### src/verilog/eewc_pkg.sv
package eewc_pkg;

    // ****************************************
    // Register map
    // ****************************************
    localparam logic [7:0] REG_SB_CTRL  = 8'hBC;
    localparam int         BIT_PROTOCOL_SELECT = 7;
    localparam int         BIT_DL_BUSY  = 4;
    localparam int         BIT_PRESENT  = 3;
    localparam int         BIT_BUS_ERR  = 1;
    localparam int         BIT_DL_ERR   = 0;

    // ****************************************
    // Bus constants
    // ****************************************
    localparam logic [6:0] TARGET_ADDR   = 7'h50;
    localparam logic [7:0] ADDR_WR       = {TARGET_ADDR, 1'b0};
    localparam logic [7:0] ADDR_RD       = {TARGET_ADDR, 1'b1};
    localparam logic [3:0] LAST_DATA_BIT = 4'h7;
    localparam logic [3:0] ACK_BIT       = 4'h8;

    // ****************************************
    // Download image layout
    // ****************************************
    localparam logic [7:0] WA_FUNC  = 8'h00;
    localparam logic [7:0] WA_COUNT = 8'h01;
    localparam logic [7:0] WA_FIRST = 8'h02;
    localparam logic [7:0] FUNC_IND = 8'h00;
    localparam logic [7:0] END_MARK = 8'h80;

    // ****************************************
    // Timing
    // ****************************************
    localparam int         CLK_HZ   = 100_000_000;
    localparam int         SCL_HZ   = 60_000;
    localparam int         QUARTER  = CLK_HZ / (4 * SCL_HZ);
    localparam logic [8:0] QTR_LAST = 9'(QUARTER - 1);

    // ****************************************
    // Synchroniser bit positions
    // ****************************************
    localparam int PIN_SCL  = 0;
    localparam int PIN_SDA  = 1;
    localparam int PIN_PRST = 2;
    localparam int PIN_GLOBAL_RESET_N = 3;

    localparam int FIFO_WIDTH = 16;
    localparam int FIFO_DEPTH = 32;

    typedef enum logic [1:0] {ST_IDLE, ST_START, ST_BYTE, ST_STOP} eewc_state_e;
    typedef enum logic [2:0] {STEP_DEVW, STEP_WADDR, STEP_DATAW, STEP_DEVR, STEP_READ} eewc_step_e;

endpackage

### src/verilog/eewc_top.sv
`timescale 1ns/1ps

// ****************************************
// Download FIFO
// ****************************************
module eewc_fifo #(
    parameter int WIDTH = 16,
    parameter int DEPTH = 32
) (
    input  wire logic             clk,
    input  wire logic             rst_n,
    input  wire logic             ce,
    input  wire logic             in_valid,
    output logic                  in_ready,
    input  wire logic [WIDTH-1:0] in_data,
    output logic                  out_valid,
    input  wire logic             out_ready,
    output logic      [WIDTH-1:0] out_data
);
    localparam int AW = $clog2(DEPTH);

    typedef struct packed {
        logic [DEPTH-1:0][WIDTH-1:0] mem;
        logic [AW-1:0]               wr;
        logic [AW-1:0]               rd;
        logic [AW:0]                 cnt;
    } eewc_fifo_s;

    eewc_fifo_s q;
    eewc_fifo_s d;
    logic       wr_en;
    logic       rd_en;

    assign in_ready  = q.cnt != (AW+1)'(DEPTH);
    assign out_valid = q.cnt != '0;
    assign out_data  = q.mem[q.rd];
    assign wr_en     = in_valid && in_ready;
    assign rd_en     = out_valid && out_ready;

    always_comb
    begin
        d = q;
        if (wr_en)
        begin
            d.mem[q.wr] = in_data;
            d.wr        = q.wr + 1'b1;
        end
        if (rd_en)
            d.rd = q.rd + 1'b1;
        d.cnt = q.cnt + (AW+1)'(wr_en) - (AW+1)'(rd_en);
    end

    always_ff @(posedge clk)
    begin
        if (!rst_n)
            q <= '0;
        else if (ce)
            q <= d;
    end
endmodule

// ****************************************
// Serial EEPROM controller
// ****************************************
// Operation
// - Sample SCL pull-up at reset release
// - Writing zero to present disables bus
// - SCL output only, both open drain
// - SCL near 60 kHz, released when idle
// - Start: SDA falls while SCL high
// - Stop: SDA rises while SCL high
// - SDA changes only while SCL low
// - Eight-bit bytes, each followed by acknowledge
// - Acknowledge is SDA low during SCL high
// - Software single bytes, download multibyte reads
// - Write: address, word address, data, stop
// - Address not acknowledged sets bus error
// - Read: restart, read address, no-acknowledge, stop
// - Multibyte read acknowledges until last byte
// - Protocol select drops word address byte
// - Busy during download, error flag after
// - Fixed target address 1010 000
// - Function word, count word, end marker
// - Downloaded bytes go to register bytes
module eewc_top (
    input  wire logic       SYS_CLK,
    input  wire logic       RST_N,
    input  wire logic       CE,
    input  wire logic       PCIE_RESET_N,
    input  wire logic       GLOBAL_RESET_N,
    input  wire logic       SCL_I,
    output logic            SCL_O,
    output logic            SCL_OE,
    input  wire logic       SDA_I,
    output logic            SDA_O,
    output logic            SDA_OE,
    input  wire logic [7:0] CFG_ADDR,
    input  wire logic       CFG_WE,
    input  wire logic [7:0] CFG_WDATA,
    output logic      [7:0] CFG_RDATA,
    input  wire logic       SW_START,
    input  wire logic       SW_READ,
    input  wire logic [7:0] SW_WORD_ADDR,
    input  wire logic [7:0] SW_WDATA,
    output logic      [7:0] SW_RDATA,
    output logic            SW_BUSY,
    output logic            SW_DONE,
    output logic            LOAD_VALID,
    input  wire logic       LOAD_READY,
    output logic      [7:0] LOAD_ADDR,
    output logic      [7:0] LOAD_DATA
);
    typedef struct packed {
        logic [3:0]           s1;
        logic [3:0]           s2;
        logic [3:0]           s3;
        logic [3:0]           pin;
        logic                 rst_done;
        logic                 present;
        logic                 protocol_select;
        logic                 bus_err;
        logic                 dl_err;
        logic                 dl_busy;
        eewc_pkg::eewc_state_e state;
        eewc_pkg::eewc_step_e  step;
        logic [1:0]           ph;
        logic [8:0]           qcnt;
        logic [3:0]           bitn;
        logic [7:0]           shreg;
        logic [7:0]           waddr;
        logic [7:0]           count;
        logic [7:0]           wdata;
        logic [7:0]           rdata;
        logic [7:0]           cfg_rdata;
        logic                 is_read;
        logic                 sw_op;
        logic                 nack;
        logic                 ack;
        logic                 sw_done;
        logic                 scl_low;
        logic                 sda_low;
    } eewc_top_s;

    eewc_top_s   q;
    eewc_top_s   d;
    logic        push;
    logic [15:0] push_data;
    logic [7:0]  rx_byte;
    logic [7:0]  status;
    logic        fail;
    logic        fifo_in_ready;
    logic [15:0] fifo_out;
    logic        cfg_hit;
    logic        byte_end;

    assign cfg_hit  = CFG_ADDR == eewc_pkg::REG_SB_CTRL;
    assign byte_end = q.state == eewc_pkg::ST_BYTE && q.qcnt == '0 && q.ph == 2'd3
                      && q.bitn == eewc_pkg::ACK_BIT;

    always_comb
    begin
        d         = q;
        push      = 1'b0;
        rx_byte   = {q.shreg[6:0], q.pin[eewc_pkg::PIN_SDA]};
        push_data = {q.waddr, rx_byte};
        fail      = q.nack && q.step != eewc_pkg::STEP_READ;
        d.sw_done = 1'b0;
        // Three-stage sync; a pin moves only once stages two and three agree
        d.s1  = {GLOBAL_RESET_N, PCIE_RESET_N, SDA_I, SCL_I};
        d.s2  = q.s1;
        d.s3  = q.s2;
        d.pin = ((q.s2 ~^ q.s3) & q.s3) | ((q.s2 ^ q.s3) & q.pin);

        status = '0;
        status[eewc_pkg::BIT_PROTOCOL_SELECT] = q.protocol_select;
        status[eewc_pkg::BIT_DL_BUSY]  = q.dl_busy;
        status[eewc_pkg::BIT_PRESENT]  = q.present;
        status[eewc_pkg::BIT_BUS_ERR]  = q.bus_err;
        status[eewc_pkg::BIT_DL_ERR]   = q.dl_err;
        d.cfg_rdata = cfg_hit ? status : '0;

        // Error bits clear on writing one; later hardware sets win
        if (CFG_WE && cfg_hit)
        begin
            d.protocol_select = CFG_WDATA[eewc_pkg::BIT_PROTOCOL_SELECT];
            if (!CFG_WDATA[eewc_pkg::BIT_PRESENT])
                d.present = 1'b0;
            if (CFG_WDATA[eewc_pkg::BIT_BUS_ERR])
                d.bus_err = 1'b0;
            if (CFG_WDATA[eewc_pkg::BIT_DL_ERR])
                d.dl_err = 1'b0;
        end

        if (!(q.pin[eewc_pkg::PIN_PRST] && q.pin[eewc_pkg::PIN_GLOBAL_RESET_N]))
        begin
            d.rst_done = 1'b0;
            d.present  = 1'b0;
            d.dl_busy  = 1'b0;
            d.state    = eewc_pkg::ST_IDLE;
        end
        else if (!q.rst_done)
        begin
            d.rst_done = 1'b1;
            d.present  = q.pin[eewc_pkg::PIN_SCL];
            if (q.pin[eewc_pkg::PIN_SCL])
            begin
                d.dl_busy = 1'b1;
                d.dl_err  = 1'b0;
                d.sw_op   = 1'b0;
                d.is_read = 1'b1;
                d.waddr   = eewc_pkg::WA_FUNC;
                d.state   = eewc_pkg::ST_START;
                d.step    = eewc_pkg::STEP_DEVW;
                d.ph      = 2'd0;
                d.qcnt    = eewc_pkg::QTR_LAST;
            end
        end
        else if (!q.present)
        begin
            d.state   = eewc_pkg::ST_IDLE;
            d.dl_busy = 1'b0;
        end
        else if (q.state == eewc_pkg::ST_IDLE)
        begin
            if (SW_START)
            begin
                d.sw_op   = 1'b1;
                d.is_read = SW_READ;
                d.waddr   = SW_WORD_ADDR;
                d.wdata   = SW_WDATA;
                d.state   = eewc_pkg::ST_START;
                d.step    = eewc_pkg::STEP_DEVW;
                d.ph      = 2'd0;
                d.qcnt    = eewc_pkg::QTR_LAST;
            end
        end
        else if (q.state == eewc_pkg::ST_BYTE && q.step == eewc_pkg::STEP_READ && !q.sw_op
                 && q.bitn == '0 && q.ph == 2'd0 && !fifo_in_ready)
        begin
            // FIFO full: hold SCL low before the next byte
        end
        else if (q.qcnt != '0)
            d.qcnt = q.qcnt - 9'd1;
        else
        begin
            d.qcnt = eewc_pkg::QTR_LAST;
            d.ph   = q.ph + 2'd1;
            unique case (q.state)
                eewc_pkg::ST_IDLE:
                    d.state = eewc_pkg::ST_IDLE;
                eewc_pkg::ST_START:
                    if (q.ph == 2'd3)
                    begin
                        d.state = eewc_pkg::ST_BYTE;
                        d.bitn  = '0;
                        d.shreg = (q.step == eewc_pkg::STEP_DEVR) ? eewc_pkg::ADDR_RD
                                                                  : eewc_pkg::ADDR_WR;
                    end
                eewc_pkg::ST_STOP:
                    if (q.ph == 2'd3)
                    begin
                        d.state   = eewc_pkg::ST_IDLE;
                        d.dl_busy = 1'b0;
                        d.sw_done = q.sw_op;
                    end
                eewc_pkg::ST_BYTE:
                begin
                    if (q.ph == 2'd2)
                    begin
                        if (q.bitn == eewc_pkg::ACK_BIT)
                            d.nack = q.pin[eewc_pkg::PIN_SDA];
                        else if (q.step == eewc_pkg::STEP_READ)
                            d.shreg = rx_byte;
                        if (q.step == eewc_pkg::STEP_READ && q.bitn == eewc_pkg::LAST_DATA_BIT)
                        begin
                            if (q.sw_op)
                            begin
                                d.rdata = rx_byte;
                                d.ack   = 1'b0;
                            end
                            else
                            begin
                                d.ack   = 1'b1;
                                d.waddr = q.waddr + 8'd1;
                                if (q.waddr == eewc_pkg::WA_FUNC)
                                begin
                                    if (rx_byte != eewc_pkg::FUNC_IND)
                                    begin
                                        d.dl_err = 1'b1;
                                        d.ack    = 1'b0;
                                    end
                                end
                                else if (q.waddr == eewc_pkg::WA_COUNT)
                                    d.count = rx_byte;
                                else if (q.waddr == 8'(q.count + eewc_pkg::WA_FIRST))
                                begin
                                    d.ack = 1'b0;
                                    if (rx_byte != eewc_pkg::END_MARK)
                                        d.dl_err = 1'b1;
                                end
                                else
                                    push = 1'b1;
                            end
                        end
                    end
                    if (q.ph == 2'd3)
                    begin
                        d.bitn = q.bitn + 4'd1;
                        if (q.step != eewc_pkg::STEP_READ && q.bitn != eewc_pkg::ACK_BIT)
                            d.shreg = {q.shreg[6:0], 1'b0};
                        if (q.bitn == eewc_pkg::ACK_BIT)
                        begin
                            d.bitn = '0;
                            if (fail)
                            begin
                                d.state   = eewc_pkg::ST_STOP;
                                d.bus_err = 1'b1;
                                if (!q.sw_op)
                                    d.dl_err = 1'b1;
                            end
                            else
                                unique case (q.step)
                                    eewc_pkg::STEP_DEVW:
                                        if (!q.protocol_select)
                                        begin
                                            d.step  = eewc_pkg::STEP_WADDR;
                                            d.shreg = q.waddr;
                                        end
                                        else if (q.is_read)
                                        begin
                                            d.state = eewc_pkg::ST_START;
                                            d.step  = eewc_pkg::STEP_DEVR;
                                        end
                                        else
                                        begin
                                            d.step  = eewc_pkg::STEP_DATAW;
                                            d.shreg = q.wdata;
                                        end
                                    eewc_pkg::STEP_WADDR:
                                        if (q.is_read)
                                        begin
                                            d.state = eewc_pkg::ST_START;
                                            d.step  = eewc_pkg::STEP_DEVR;
                                        end
                                        else
                                        begin
                                            d.step  = eewc_pkg::STEP_DATAW;
                                            d.shreg = q.wdata;
                                        end
                                    eewc_pkg::STEP_DATAW:
                                        d.state = eewc_pkg::ST_STOP;
                                    eewc_pkg::STEP_DEVR:
                                        d.step = eewc_pkg::STEP_READ;
                                    eewc_pkg::STEP_READ:
                                        if (!q.ack)
                                            d.state = eewc_pkg::ST_STOP;
                                endcase
                        end
                    end
                end
            endcase
        end

        // SDA held through each phase 0 so it never moves with the SCL edge
        d.scl_low = d.state != eewc_pkg::ST_IDLE && d.ph < 2'd2;
        unique case (d.state)
            eewc_pkg::ST_IDLE:
                d.sda_low = 1'b0;
            eewc_pkg::ST_START:
                d.sda_low = (d.ph == 2'd0) ? q.sda_low : d.ph == 2'd3;
            eewc_pkg::ST_STOP:
                d.sda_low = (d.ph == 2'd0) ? q.sda_low : d.ph != 2'd3;
            eewc_pkg::ST_BYTE:
                if (d.ph == 2'd0)
                    d.sda_low = q.sda_low;
                else if (d.bitn == eewc_pkg::ACK_BIT)
                    d.sda_low = d.step == eewc_pkg::STEP_READ && d.ack;
                else
                    d.sda_low = d.step != eewc_pkg::STEP_READ && !d.shreg[7];
        endcase
    end

    always_ff @(posedge SYS_CLK)
    begin
        if (!RST_N)
            q <= '0;
        else if (CE)
            q <= d;
    end

    eewc_fifo #(
        .WIDTH (eewc_pkg::FIFO_WIDTH),
        .DEPTH (eewc_pkg::FIFO_DEPTH)
    ) u_fifo (
        .clk       (SYS_CLK),
        .rst_n     (RST_N),
        .ce        (CE),
        .in_valid  (push),
        .in_ready  (fifo_in_ready),
        .in_data   (push_data),
        .out_valid (LOAD_VALID),
        .out_ready (LOAD_READY),
        .out_data  (fifo_out)
    );

    assign SCL_O     = 1'b0;
    assign SDA_O     = 1'b0;
    assign SCL_OE    = q.scl_low;
    assign SDA_OE    = q.sda_low;
    assign CFG_RDATA = q.cfg_rdata;
    assign SW_RDATA  = q.rdata;
    assign SW_BUSY   = q.sw_op && q.state != eewc_pkg::ST_IDLE;
    assign SW_DONE   = q.sw_done;
    assign LOAD_ADDR = fifo_out[15:8];
    assign LOAD_DATA = fifo_out[7:0];
endmodule
### config.mk
export PLATFORM = sky130hd
export DESIGN_NAME = eewc_top
export DESIGN_NICKNAME = d
export VERILOG_FILES = /design/src/verilog/eewc_pkg.sv /design/src/verilog/eewc_top.sv
export SDC_FILE = /design/constraint.sdc
export NUM_CORES = 2
export LEC_CHECK = 0
export ABC_AREA = 1
export BUFFER_PORTS_ARGS = -buffer_cell sky130_fd_sc_hd__buf_2
export CAP_MARGIN = 20
export CORE_MARGIN = 8
export CORE_UTILIZATION = 40
export DETAILED_ROUTE_END_ITERATION = 7
export GPL_ROUTABILITY_DRIVEN = 0
export GPL_TIMING_DRIVEN = 0
export SLEW_MARGIN = 20
export SYNTH_ARGS = -nofsm -noshare
export SYNTH_HDL_FRONTEND = slang
export SYNTH_SLANG_ARGS = --single-unit
### constraint.sdc
create_clock -name SYS_CLK -period 6.1 [get_ports SYS_CLK]
set_input_delay 0.305 -clock SYS_CLK [delete_from_list [all_inputs] [get_ports SYS_CLK]]
set_output_delay 0.305 -clock SYS_CLK [all_outputs]
set_load 0.03 [all_outputs]
After elaboration in Yosys (flattened, before gate mapping) --
Index checks and enable logic that the tools add are counted.
Cells by class: divide/modulo/power cells 0, muxes and demuxes 134, $mul 0, $lt $le $gt $ge 4, shift operators 0, reduce and logical (&&, ||, !) cells 47, equal/unequal tests 57, bitwise operators 8, $add $sub $neg 9
Operator list (count):
- bitwise mux 512 bit | 1
- 2-to-1 mux 47 bit | 5
- 2-to-1 mux 8 bit | 23
- 2-to-1 mux 58 bit | 2
- 2-to-1 mux 16 bit | 7
- binary-select mux 16 bit (select 5 bit) | 1
- demux 16 bit (select 5 bit) | 1
- 2-to-1 mux 12 bit | 5
- 2-to-1 mux 24 bit | 2
- 2-to-1 mux 1 bit | 42
- 2-to-1 mux 2 bit | 21
- 2-to-1 mux 18 bit | 2
- 2-to-1 mux 28 bit | 1
- 2-to-1 mux 3 bit | 9
- inequality test 4 bit, second input constant | 6
- one-hot mux 12 bit (2 select lines) | 1
- AND reduction 11 bit | 2
- inequality test 3 bit, second input constant | 6
- AND reduction 6 bit | 3
- logical AND 1 bit | 17
- inequality test 4 x 3 -> 1 bit, second input constant | 4
- one-hot mux 8 bit (2 select lines) | 1
- 2-to-1 mux 5 bit | 3
- inequality test 5 x 3 -> 1 bit, second input constant | 3
- 57 further kinds | 91
Storage, ports and cells: memories kept 0, memory bits (read-only) 0, latch bits 0, register bits after elaboration 625, logic and storage cells 323, input bits 43, output and inout port bits 39, memory bits (writable) 0

Longest topological paths before layout --
word-level depth 30, gate-level depth with buffers 22, depth with buffers taken out 22

Hierarchy --
A second synthesis with hierarchy kept.
Unflattened totals: cells, all modules 4882, area, all modules 31338.8 um2
By module, submodules not included:
- eewc_fifo | instances 1, cells an instance 3930, area an instance 25121.6 um2, sequential area each 10570.1 um2
- eewc_top | instances 1, cells an instance 952, area an instance 6217.2 um2, sequential area each 1881.8 um2

Worst setup path before layout --
OpenSTA, ideal clock, no wires.
kind reg-to-reg, start point reg q[73] (netlist name), end point reg u_fifo.q[4] (netlist name), data required time 5.985 ns, slack 3.347 ns, arrival time 2.637 ns, period minus slack after synthesis 2.753 ns, library setup time 0.115 ns, path buffers 1, stages on the path, launching flop included 18, cell sequence dfxtp_1 -> inv_1 -> ha_1 -> buf_2 -> inv_2 -> nor2_1 -> nand3_2 -> nand2_1 -> nor2_1 -> nand2_1 -> nor2_1 -> ha_1 -> fa_1 -> a21oi_1 -> o21ba_2 -> xnor2_1 -> o21ai_0 -> inv_1
Between the ends: longest elaborated chain between the ends 14, elaborated cells on any way between the ends 17, classes of those cells add/sub (2); eq/ne (1); mux (7); reduce/logical (7)
RTL lines:
- from (decl) | line eewc_top.sv:144 | eewc_top_s q;
- from (signal assigned) | line eewc_top.sv:386 | q <= '0;
- from (signal assigned) | line eewc_top.sv:388 | q <= d;
- equality test 2 bit | line eewc_top.sv:237, eewc_top.sv:248
- logical AND 1 bit (2 in a row) | line eewc_top.sv:237 | else if (q.state == eewc_pkg::ST_BYTE && q.step == eewc_pkg::STEP_READ && !q.sw_op
- logical AND 1 bit (3 in a row) | line eewc_top.sv:238 | && q.bitn == '0 && q.ph == 2'd0 && !fifo_in_ready)
- 2-to-1 mux 1 bit | line eewc_top.sv:237
- 2-to-1 mux 1 bit * | line eewc_top.sv:223 | else if (q.state == eewc_pkg::ST_IDLE)
- 2-to-1 mux 1 bit * | line eewc_top.sv:218 | else if (!q.present)
- 2-to-1 mux 1 bit * | line eewc_top.sv:201 | else if (!q.rst_done)
- 2-to-1 mux 1 bit * | line eewc_top.sv:194 | if (!(q.pin[eewc_pkg::PIN_PRST] && q.pin[eewc_pkg::PIN_GLOBAL_RESET_N]))
- logical AND 1 bit * | line eewc_top.sv:37 | assign wr_en = in_valid && in_ready;
- adder 6 x 1 -> 6 bit * | line eewc_top.sv:50 | d.cnt = q.cnt + (AW+1)'(wr_en) - (AW+1)'(rd_en);
- subtractor 6 x 1 -> 6 bit * | line eewc_top.sv:50
- to (signal assigned) | line eewc_top.sv:56 | q <= '0;
- to (signal assigned) | line eewc_top.sv:58 | q <= d;
- to (decl) | line eewc_top.sv:29 | eewc_fifo_s q;
Every way passes the cells marked *; elsewhere a longest branch is shown, timed or not. A chain may end at the register's enable or synchronous reset.

Worst setup path in the final report --
start point reg u_fifo.q[6] (netlist name), end point out LOAD_ADDR[3]
Between the ends: longest elaborated chain between the ends 2
RTL lines:
- binary-select mux 16 bit (select 5 bit) | line eewc_top.sv:36 | assign out_data = q.mem[q.rd];
- 2-to-1 mux 16 bit (not written as such) | line eewc_top.sv:36
- to (decl) | line eewc_top.sv:110 | output logic [7:0] LOAD_ADDR,
Every way passes these cells. The select of a mux whose other input is x is not followed.

==> metrics.md <==
| Metric | Value |
|---|---|
| I/O Pins | 82 |
| Commonest non-fill, non-tap cell in the layout | nor2_1 |
| Clk pwr share | 0.466 |
| Hold depth | 3 |
| Peak supply drop | 0.212 mV |
| Post-layout util | 0.463 |
| Relative slew margins | 0.160 |
| Hold Path Origin | SW_READ |
| Vias in the first global route | 27500 |
| Skew final | 0.0329 ns |
| Hold endpoint | q[6]$_SDFFE_PN0P_ |
| Hold Path Class | in -> reg |
| Post-DP Area | 30500 um2 |
| Reg clk slew, reported paths | 0.06 ns |
| Cell internal pwr | 7.06 mW |
| # H-tree levels | 3 |
| Slew @ Worst Pin | 1.26 ns |
| Initial core utilization | 0.404 |
| Fin nets | 4021 |
| Metal2 WL | 53.3 mm |
| Met3 WL | 17.3 mm |
| Gate power share | 0.117 |
| M1 wire length | 52.2 mm |
| P&R area growth vs syn | 14.4% |
| R2r setup slk | 1.95 ns |
| Synth warn | 0 |
| Switching Power | 2.75 mW |
| Register area share after synthesis | 0.430 |
| GRT Overall Usage | 0.308 |
| Chip Height | 285 um |
| Highest metal used | met5 |
| CTS max path bufs | 3 |
| Final ANT Viol Nets | 0 |
| Reg2reg path depth | 14 |
| Root Buffer | clkbuf_16 |
| Syn avg cell area | 7.65 um2 |
| CTS tree | yes |
| DR vias/cell | 6.09 |
| HPWL Detailed | 95.5 mm |
| Syn Inst Count | 3783 |
| Final setup TNS | 0 ns |
| RR Endpoint | u_fifo.q[521]$_SDFFE_PN0P_ |
| DRC Markers | 0 |
| Reg2reg start | push_data[9]$_SDFFE_PN0P_ |
| LEAKAGE | 12.1 nW |
| Final Slew Violations | 0 |
| Final setup viols | 0 |
| Critical Setup Path Class | reg -> out |
| Tmin final | 4.89 ns |
| Status | completed |
| Initial antenna violation count | 5 |
| DRT iter0 DRCs | 4480 |
| Total CTS buffers | 70 |
| Largest net degree at the start of global routing | 14 |
| Routed Wire Length | 132 mm |
| Synth Cell Area | 29000 um2 |
| IO Port Bufs | 71 |
| Max-cap violations | 0 |
| Die Area | 81300 um2 |
| Unrepaired setup endpoints after global routing | no |
| Final non-filler cell area | 33100 um2 |
| Arrival @ worst endpoint | 4.58 ns |
| Clk sinks | 622 |
| First-pass GRT wire length | 188 mm |
| Final Power | 9.81 mW |
| Layout cells sized above 1 | 0.0998 |
| Endpoint required time on the critical path | 5.79 ns |
| Sequential group share of total power | 0.418 |
| Synth Register Bits | 622 |
| Die X-Extent | 285 um |
| Pwr per Cell Area | 296 nW/um2 |
| Row count | 98 |
| CORE AREA | 71600 um2 |
| Grt total ovfl | 0 |
| Net Sw Frac | 0.280 |
| Worst Path Max Fanout | 10 |
| Clock Latency Late Sink | 0.64 ns |
| Worst setup SP type | flip-flop |
| Synth cell types | 48 |
| Hold Fails Final Rpt | 0 |
| Via count | 30100 |
| Most frequent cells in the layout | nor2_1, dfxtp_1, a211oi_1 |
| 1st-pass router iterations | 8 |
| Period utilization | 0.801 |
| Crit. End Element | output pin |
| DR WL/cell | 26.7 um |
| Fmax achieved | 205 MHz |
[flip-flops by register name, summed over array words and instances, names as in the netlist]
register / count
q: 54
d: 8
push_data: 16
SCL_OE: 1
CFG_RDATA: 5
u_fifo.q: 528
SW_RDATA: 8
SDA_OE: 1
SW_DONE: 1
[cell usage after synthesis, drive strengths merged]
master	number	area [um2]
o221ai	55	482
nand2	315	1220
a221oi	7	61.3
clkbuf	230	863
inv	154	581
o2111ai	1	8.76
dfxtp	622	12500
o211ai	25	188
fa	1	20.0
conb	1	3.75
nor2	922	3660
o22ai	79	494
nand4	33	206
a32o	1	10.0
o31ai	1	7.51
o211a	1	10.0
o21ai	399	2000
a32oi	1	8.76
clkinv	10	37.5
o21bai	1	7.51
xnor2	5	43.8
a21oi	101	505
nand3b	1	7.51
xor2	12	105
nor3	17	113
or2	3	18.8
a211oi	525	4110
a31oi	6	37.5
buf	130	797
nand3	87	445
ha	32	400
a22oi	1	7.51
o21ba	1	10.0
nor4	3	33.8
[final cells by class]
class                      count  area [um2]
multi-input combinational   2641       14200
timing repair buffer          86         505
buffer                       360        1660
sequential                   622       12500
clock buffer                  97        1980
antenna                        3        7.51
tap                          950        1190
clock inverter                27         459
fill                        7449       38500
inverter                     164         618
[worst max path at each step]
stage | start | to | slack (ns) | depth (start not counted)
detailed placement | push_data[9]$_SDFFE_PN0P_ | u_fifo.q[522]$_SDFFE_PN0P_ | 2.07 | 14
CTS | u_fifo.q[6]$_SDFFE_PN0P_ | LOAD_ADDR[0] | 1.56 | 10
floorplan | q[73]$_SDFFE_PN0P_ | u_fifo.q[4]$_SDFFE_PN0P_ | 3.35 | 17
global route | u_fifo.q[6]$_SDFFE_PN0P_ | LOAD_ADDR[3] | 1.23 | 10
finish | u_fifo.q[6]$_SDFFE_PN0P_ | LOAD_ADDR[3] | 1.21 | 11
global placement | push_data[9]$_SDFFE_PN0P_ | u_fifo.q[522]$_SDFFE_PN0P_ | 2.10 | 14
[worst max-delay path, stage by stage, from the launching register on]
cell and delay (ns):
dfxtp_1 0.36, clkbuf_1 0.28, inv_1 0.22, clkbuf_1 0.35, clkbuf_1 0.92, o21ai_0 0.17
o22ai_1 0.93, nand2_1 0.10, nand4_1 0.15, o21ai_0 0.16, inv_1 0.09, buf_2 0.19
[through the flow]
| stage | std cells | hold slack (ns) | setup slack (ns) |
|---|---|---|---|
| 3_3_place_gp | 4808 | 0.454 | 2.10 |
| 6_report | 4950 | 0.0215 | 1.21 |
| 3_5_place_dp | 4808 | 0.462 | 2.07 |
| 4_1_cts | 4947 | 0.00164 | 1.56 |
| 2_1_floorplan | 3787 | 0.435 | 3.35 |
| 5_1_grt | 4947 | 0.0570 | 1.23 |
[timing repair]
item	in CTS	in global routing
hold endpoints to repair	15	0
hold buffers	15	0
setup endpoints to repair	0	0
setup buffers	0	0
gates resized for setup	0	0
[layer usage]
metal / global-route usage / up-vias
li1: - / 13500
met1: 0.397 / 14300
met2: 0.439 / 1901
met3: 0.113 / 430
met4: 0.181 / 6
met5: 0 / -
[logic make-up (layout without fill, tap and decap cells)]
group / Yosys count / in the layout / share of synthesized area
simple gates: 1381 / 1381 / 0.197
compound gates: 1205 / 1205 / 0.274
flops: 622 / 622 / 0.430
buf+inv: 524 / 734 / 0.0787
fa+ha+maj: 33 / 33 / 0.0145
xor+xnor: 17 / 17 / 0.00514
other cells: 1 / 8 / 0.000129
[power groups by stage]
stage	clock, mW	sequential, mW	combinational [mW]
global placement	0	4.19	1.03
CTS	4.57	4.10	1.04
global route	4.74	4.10	1.17
floorplan	0	4.18	0.582
finish	4.57	4.10	1.14
detailed placement	0	4.19	1.03
Power figures use the tool's default switching activity.
